File: config.mk
export PLATFORM = sky130hd
export DESIGN_NAME = lsm_function_unit
export DESIGN_NICKNAME = d
export VERILOG_FILES = /design/src/lsm_pkg.sv /design/src/lsm_function_unit.sv
export VERILOG_INCLUDE_DIRS = /design/src
export SDC_FILE = /design/constraint.sdc
export NUM_CORES = 1
export LEC_CHECK = 0
export ABC_AREA = 1
export BUFFER_PORTS_ARGS = -buffer_cell sky130_fd_sc_hd__buf_2
export CORE_ASPECT_RATIO = 0.7
export CORE_MARGIN = 4
export CORE_UTILIZATION = 43
export CTS_CLUSTER_DIAMETER = 30
export DETAILED_ROUTE_END_ITERATION = 16
export PLACE_DENSITY_LB_ADDON = 0.15
export SLEW_MARGIN = 15
export SYNTH_ARGS = -nofsm -noshare
export SYNTH_HDL_FRONTEND = slang
export SYNTH_SLANG_ARGS = --single-unit
File: constraint.sdc
create_clock -name ref_clk_in -period 6.6 [get_ports ref_clk_in]
set_clock_uncertainty 0.2 [all_clocks]
set_input_delay 0 -clock ref_clk_in [delete_from_list [all_inputs] [get_ports ref_clk_in]]
set_output_delay 0 -clock ref_clk_in [all_outputs]
set_load 0.02 [all_outputs]
File: src/lsm_cfg.svh
`ifndef LSM_CFG_SVH
`define LSM_CFG_SVH

// ****************************************
// unit geometry
// ****************************************
`define LSM_SLICES    4
`define LSM_LUTS      8
`define LSM_LUT_BITS  16
`define LSM_ADDR_W    4
`define LSM_DATA_W    8

// ****************************************
// reset values
// ****************************************
`define LSM_LUT_RST   16'h0000
`define LSM_CNT_RST   8'h00
`define LSM_OUT_RST   8'h00
`define LSM_SL_RST    4'h0

`endif

File: src/lsm_pkg.sv
`default_nettype none

package lsm_pkg;

   // slice operating modes
   typedef enum logic [1:0] {
      LSM_LOGIC,
      LSM_RIPPLE,
      LSM_RAM,
      LSM_ROM
   } lsm_mode_t;

   // ripple-mode operations
   typedef enum logic [2:0] {
      LSM_ADD,
      LSM_SUB,
      LSM_ADDSUB,
      LSM_UP,
      LSM_DOWN,
      LSM_CMP
   } lsm_rop_t;

   typedef struct packed {
      logic [7:0][15:0] lut;
      logic [7:0]       cnt;
      logic [7:0]       f;
      logic [3:0]       f5;
      logic [3:0]       gen;
      logic [3:0]       prop;
      logic             cout;
      logic [3:0]       ge;
      logic [3:0]       ne;
      logic [3:0]       le;
   } lsm_state_t;

endpackage

`default_nettype wire

File: src/lsm_function_unit.sv
`include "lsm_cfg.svh"
`default_nettype none

module lsm_function_unit #(
   parameter bit RAM_CAPABLE = 1'b1
) (
   // clock and reset
   input  wire logic                ref_clk_in,
   input  wire logic                resetn_in,
   // configuration
   input  wire lsm_pkg::lsm_mode_t  mode_in,
   input  wire lsm_pkg::lsm_rop_t   rop_in,
   input  wire logic [3:0]          lut5_en_in,
   input  wire logic                dual_en_in,
   input  wire logic                cfg_load_in,
   input  wire logic [2:0]          cfg_sel_in,
   input  wire logic [15:0]         cfg_data_in,
   // logic mode
   input  wire logic [31:0]         lut_in_in,
   input  wire logic [3:0]          f5_sel_in,
   // ripple mode
   input  wire logic [7:0]          a_in,
   input  wire logic [7:0]          b_in,
   input  wire logic                carry_in,
   input  wire logic                add_nsub_in,
   input  wire logic                count_en_in,
   // memory modes
   input  wire logic                we_in,
   input  wire logic [3:0]          addr_in,
   input  wire logic [3:0]          rd_addr_in,
   input  wire logic [7:0]          wdata_in,
   // results
   output logic [7:0]               f_out,
   output logic [3:0]               f5_out,
   output logic [3:0]               gen_out,
   output logic [3:0]               prop_out,
   output logic                     cout_out,
   output logic [3:0]               ge_out,
   output logic [3:0]               ne_out,
   output logic [3:0]               le_out
);

   // ****************************************
   // state
   // ****************************************
   lsm_pkg::lsm_state_t st_ff;
   lsm_pkg::lsm_state_t nxt_st;

   logic       ram_wr;
   logic [8:0] add_ref;
   logic       lut0_pick;
   logic       f5_pick;
   logic       rd0_pick;

   // logic-only unit never accepts data writes
   assign ram_wr = RAM_CAPABLE && (mode_in == lsm_pkg::LSM_RAM) && we_in && !cfg_load_in;

   // ****************************************
   // next state
   // ****************************************
   always_comb
   begin
      logic [3:0] idx;
      logic [1:0] x;
      logic [1:0] y;
      logic       c;
      logic [2:0] s3;
      logic [3:0] ra;
      idx = 4'h0;
      x = 2'h0;
      y = 2'h0;
      c = 1'b0;
      s3 = 3'h0;
      ra = 4'h0;
      nxt_st = st_ff;

      // chain carry into slice 0
      unique case (rop_in)
         lsm_pkg::LSM_ADD:    c = carry_in;
         lsm_pkg::LSM_SUB:    c = 1'b1;
         lsm_pkg::LSM_ADDSUB: c = add_nsub_in ? carry_in : 1'b1;
         lsm_pkg::LSM_UP:     c = 1'b1;
         lsm_pkg::LSM_DOWN:   c = 1'b0;
         default:             c = 1'b1;
      endcase

      for (int s = 0; s < `LSM_SLICES; s++)
      begin
         // slice behaviour follows the unit mode
         unique case (mode_in)
            lsm_pkg::LSM_LOGIC:
            begin
               idx = lut_in_in[8*s +: 4];
               nxt_st.f[2*s] = st_ff.lut[2*s][idx];
               nxt_st.f[2*s+1] = st_ff.lut[2*s+1][lut_in_in[8*s+4 +: 4]];
               // fifth input picks between the two tables
               nxt_st.f5[s] = lut5_en_in[s] && (f5_sel_in[s] ? st_ff.lut[2*s+1][idx]
                                                             : st_ff.lut[2*s][idx]);
            end
            lsm_pkg::LSM_RIPPLE:
            begin
               x = a_in[2*s +: 2];
               unique case (rop_in)
                  lsm_pkg::LSM_ADD:    y = b_in[2*s +: 2];
                  lsm_pkg::LSM_ADDSUB: y = add_nsub_in ? b_in[2*s +: 2] : ~b_in[2*s +: 2];
                  lsm_pkg::LSM_UP:     y = 2'h0;
                  lsm_pkg::LSM_DOWN:   y = 2'h3;
                  default:             y = ~b_in[2*s +: 2];
               endcase
               if (rop_in == lsm_pkg::LSM_UP || rop_in == lsm_pkg::LSM_DOWN)
               begin
                  x = st_ff.cnt[2*s +: 2];
               end
               // generate ignores carry-in, propagate passes it through both bits
               nxt_st.prop[s] = (x[0] ^ y[0]) & (x[1] ^ y[1]);
               nxt_st.gen[s] = (x[1] & y[1]) | ((x[1] ^ y[1]) & x[0] & y[0]);
               s3 = {1'b0, x} + {1'b0, y} + {2'h0, c};
               c = s3[2];
               nxt_st.f[2*s +: 2] = s3[1:0];
               if (rop_in == lsm_pkg::LSM_UP || rop_in == lsm_pkg::LSM_DOWN)
               begin
                  nxt_st.f[2*s +: 2] = count_en_in ? s3[1:0] : st_ff.cnt[2*s +: 2];
                  if (count_en_in)
                  begin
                     nxt_st.cnt[2*s +: 2] = s3[1:0];
                  end
               end
               nxt_st.ge[s] = a_in[2*s +: 2] >= b_in[2*s +: 2];
               nxt_st.ne[s] = a_in[2*s +: 2] != b_in[2*s +: 2];
               nxt_st.le[s] = a_in[2*s +: 2] <= b_in[2*s +: 2];
            end
            default:
            begin
               // companion slice of a pair serves the read-only port
               ra = (mode_in == lsm_pkg::LSM_RAM && dual_en_in && s[0]) ? rd_addr_in
                                                                       : addr_in;
               nxt_st.f[2*s] = st_ff.lut[2*s][ra];
               nxt_st.f[2*s+1] = st_ff.lut[2*s+1][ra];
               if (ram_wr)
               begin
                  if (dual_en_in)
                  begin
                     // pair holds two copies; even slice data goes to both
                     nxt_st.lut[2*s][addr_in] = wdata_in[2*(s & ~1)];
                     nxt_st.lut[2*s+1][addr_in] = wdata_in[2*(s & ~1) + 1];
                  end
                  else
                  begin
                     nxt_st.lut[2*s][addr_in] = wdata_in[2*s];
                     nxt_st.lut[2*s+1][addr_in] = wdata_in[2*s+1];
                  end
               end
            end
         endcase
      end
      if (mode_in == lsm_pkg::LSM_RIPPLE)
      begin
         nxt_st.cout = c;
      end

      // configuration fill is the only path into a ROM
      if (cfg_load_in)
      begin
         nxt_st.lut[cfg_sel_in] = cfg_data_in;
      end
   end

   // ****************************************
   // registers
   // ****************************************
   always_ff @(posedge ref_clk_in or negedge resetn_in)
   begin
      if (!resetn_in)
      begin
         st_ff.lut <= {`LSM_LUTS{`LSM_LUT_RST}};
         st_ff.cnt <= `LSM_CNT_RST;
         st_ff.f <= `LSM_OUT_RST;
         st_ff.f5 <= `LSM_SL_RST;
         st_ff.gen <= `LSM_SL_RST;
         st_ff.prop <= `LSM_SL_RST;
         st_ff.cout <= 1'b0;
         st_ff.ge <= `LSM_SL_RST;
         st_ff.ne <= `LSM_SL_RST;
         st_ff.le <= `LSM_SL_RST;
      end
      else
      begin
         st_ff <= nxt_st;
      end
   end

   assign f_out = st_ff.f;
   assign f5_out = st_ff.f5;
   assign gen_out = st_ff.gen;
   assign prop_out = st_ff.prop;
   assign cout_out = st_ff.cout;
   assign ge_out = st_ff.ge;
   assign ne_out = st_ff.ne;
   assign le_out = st_ff.le;

   // ****************************************
   // checks
   // ****************************************
   assign add_ref = {1'b0, a_in} + {1'b0, b_in} + {8'h00, carry_in};
   assign lut0_pick = st_ff.lut[0][lut_in_in[3:0]];
   assign f5_pick = f5_sel_in[0] ? st_ff.lut[1][lut_in_in[3:0]] : st_ff.lut[0][lut_in_in[3:0]];
   assign rd0_pick = st_ff.lut[0][addr_in];
endmodule

`default_nettype wire

==> metrics.md <==
| Metric | Value |
|---|---|
| DP HPWL | `34920 um` |
| Setup crit end kind | `flop` |
| DR vias | `13310` |
| CP max FO | `9` |
| Post-synth ARST share | `1.000` |
| Highest-count cells in the layout ignoring fill and taps | `nand2_1, o21ai_0, inv_1` |
| Area Overhead vs Synth | `17.77%` |
| Simple-gate share of the synthesized area | `0.2183` |
| Final Critical Period | `6075 ps` |
| Post-DRT Antenna Nets | `0` |
| GRT Residual Overflow | `0` |
| Cell count after synthesis | `1777` |
| Hold Fails Final Rpt | `0` |
| Clock sink count | `169` |
| Gpl congestion | `0.9349` |
| Dominant cell type by area after synthesis | `dfrtp_1` |
| Most frequent CP cell | `nand2_1` |
| Post-Syn Area | `0.01223 mm2` |
| H-tree levels | `4` |
| Leakage | `6.918 nW` |
| Vias per std cell | `5.785` |
| Largest net degree at the start of global routing | `95` |
| CP Launch Type | `input port` |
| Internal reg-to-reg setup slack | `560 ps` |
| Mux contribution to synthesized area | `0` |
| Hold WC Path Type | `input port to flop` |
| Worst EP required | `6740 ps` |
| GR peak layer | `met1` |
| Root Buffer | `clkbuf_16` |
| VDD IR-drop max | `158.5 uV` |
| # port buffers | `136` |
| Worst-Skew Late Latency | `450 ps` |
| Setup violators final | `0` |
| IO Pins | `137` |
| Vias in the first global route | `12030` |
| Initial antenna violation count | `0` |
| Starting Density | `0.4386` |
| Min-delay src | `cfg_sel_in[0]` |
| GR Util met2 | `0.4281` |
| Outcome | `finished, final reports clean` |
| Row count | `51` |
| Post-CTS sizing | `0` |
| Chip Height | `149.1 um` |
| WHS Path Cells | `7` |
| Worst R2R End | `f_out[7]$_DFF_PN0_` |
| Reg2reg start | `st_ff[33]$_DFFE_PN0P_` |
| Syn_area_per_cell | `6.883 um2` |
| Max-slew headroom | `0.2282` |
| Die Wd | `209.6 um` |
| WP data arrival | `6210 ps` |
| Dpl cell area | `0.01275 mm2` |
| Compound-gate portion of the synthesized area | `0.2675` |
| CTS tree | `built` |
| Wire per inst | `21.56 um` |
| Slowest CP cell | `dlygate4sd3_1` |
| Top cell type's share of synthesized area | `0.3457` |
| DIE AREA | `0.03125 mm2` |
| Setup TNS | `0 ps` |
| CORE AREA | `0.02789 mm2` |
| Sequential-to-total area share from yosys stat | `0.3457` |
| Fin. max-slew vios | `0` |
| Residual DRC | `0` |
| Depth of the most critical reg-to-reg path | `25` |
| Yosys reg bits | `169` |
| Clock buffer depth | `2` |
| Slew of the pin with the lowest slew margin | `1153 ps` |
| Crit-path max cell delay | `560 ps` |
| Clock-pin slew on the worst setup and hold paths | `80 ps` |
| Synthesized Nets | `1905` |
| Delay-heaviest family, CP | `adder cells` |
| Warnings, synthesis | `0` |
| CTS buffer count | `17` |
| Detailed-router iteration count before antenna repair | `6` |
| RSZ-0062 raised after global routing | `no` |
| Netlist cell types | `41` |
| Max Clk Rate | `164.6 MHz` |
| Worst Hold End | `st_ff[108]$_DFF_PN0_` |
| Final wirelength | `49600 um` |
| Ys flop type | `dfrtp_1` |
| Crit path kind | `input port to flop` |
| Fin crit share | `0.9204` |
| Post-Synth XOR/XNOR Area | `0` |
| # nets final | `2043` |
| Commonest non-fill, non-tap cell in the layout | `nand2_1` |
| Layout cell share with drive strength beyond 1 | `0.1131` |
| Max-cap violations | `0` |
| Adder-cell share of the synthesized area | `0.02946` |
| Finished Cell Area | `0.01441 mm2` |
| PwrDens | `247.8 mW/mm2` |
| First-pass GRT wire length | `73680 um` |
| Total GRT Usage | `0.3091` |
| Top cells by area, synth | `dfrtp_1, o21ai_0, nand2_1` |
| EDFF count, synth | `0` |
| Largest family of logic cells by synthesized area | `compound AO/OA/AOI/OAI gates` |
| DR iter-0 viols | `1677` |
| Met3 usage | `0.1165` |
| Number of buffers and inverters on the critical path | `4` |
| Met1 Resource Use GR | `0.4478` |
-- cells by family (layout without fill, tap and decap cells) --
family	Yosys count	count (layout)
adders and majority gates	24	24
other	0	1
DFF	169	169
buffers and inverters	396	547
AOI/OAI and AO/OA	583	583
and+or+nand+nor	605	605
-- per-stage QoR --
stage	worst slack, ps	instances	power (mW)	hold WS (ps)	util
2_1_floorplan	1381	1777	2.133	-495.6	-
3_3_place_gp	759.7	2160	2.428	-23.44	0.4573
3_5_place_dp	723.0	2160	2.448	-37.68	0.4573
4_1_cts	606.1	2299	3.549	1.994	0.5163
5_1_grt	149.4	2299	3.779	66.80	0.5165
6_report	525.2	2300	3.570	22.59	0.5166
-- power by group --
group | leakage [nW] | internal, mW | switching, mW
Clock | 0.275 | 0.544 | 0.476
Combinational | 4.64 | 0.441 | 0.705
Sequential | 2.00 | 1.25 | 0.150
Total | 6.92 | 2.24 | 1.33
-- sequential cells by signal, summed over array words and instances, names as in the netlist --
name,cells
cout_out,1
st_ff,136
le_out,4
ne_out,4
prop_out,4
gen_out,4
f5_out,4
f_out,8
ge_out,4
-- synthesized netlist by cell type (3+ instances only) --
master     instances
o22a_1             4
o21ai_1           15
nand3b_1          18
o21ai_2            3
clkbuf_1          62
o211ai_1          84
a31oi_1            7
dfrtp_1          169
a21oi_1          145
buf_1              4
buf_6              5
nor2_4             3
inv_2             11
buf_4             38
nor2_2             5
nand4_1            6
nand2_1          304
nor3_1             3
nor2_1            87
o21ai_0          271
fa_1               8
o2111ai_1          6
buf_2             27
o22ai_1           38
inv_1            249
nand2_2            8
ha_1              16
nand3_1          165
-- layout make-up --
| type | count | area [um2] |
|---|---|---|
| sequential | 169 | 4229 |
| inverter | 260 | 975.9 |
| multi-input combinational | 1212 | 6311 |
| antenna | 1 | 2.502 |
| tap | 371 | 464.2 |
| timing repair buffer | 255 | 1848 |
| clock inverter | 12 | 117.6 |
| fill | 2783 | 13480 |
| clock buffer | 20 | 456.7 |
-- what timing repair did --
item                      CTS  global route
hold endpoints to repair  258             0
hold buffers              107             0
setup buffers               0             0
-- per-layer routing --
metal / vias to the layer above / wire, um
li1: 6230 / -
met1: 6301 / 22110
met2: 698 / 20150
met3: 76 / 6123
met4: 0 / 1217
met5: - / 0
-- worst min-delay path: stages --
cell	delay (ps)
buf_2	90
nor2_1	50
inv_1	110
nor2_2	130
a21oi_1	120
o21ai_0	80
o21ai_0	70
-- how the worst max path moves through the flow --
| stage | end | depth (start not counted) | start | slack, ps |
|---|---|---|---|---|
| after floorplan | f_out[7]$_DFF_PN0_ | 27 | rop_in[1] | 1380 |
| after global placement | f_out[7]$_DFF_PN0_ | 27 | rop_in[1] | 760 |
| after detailed placement | f_out[7]$_DFF_PN0_ | 28 | rop_in[1] | 720 |
| after CTS | f_out[7]$_DFF_PN0_ | 25 | st_ff[33]$_DFFE_PN0P_ | 610 |
| after global routing | f_out[7]$_DFF_PN0_ | 29 | rop_in[1] | 150 |
| final | f_out[7]$_DFF_PN0_ | 29 | rop_in[1] | 530 |
(Power assumes the default switching activity.)
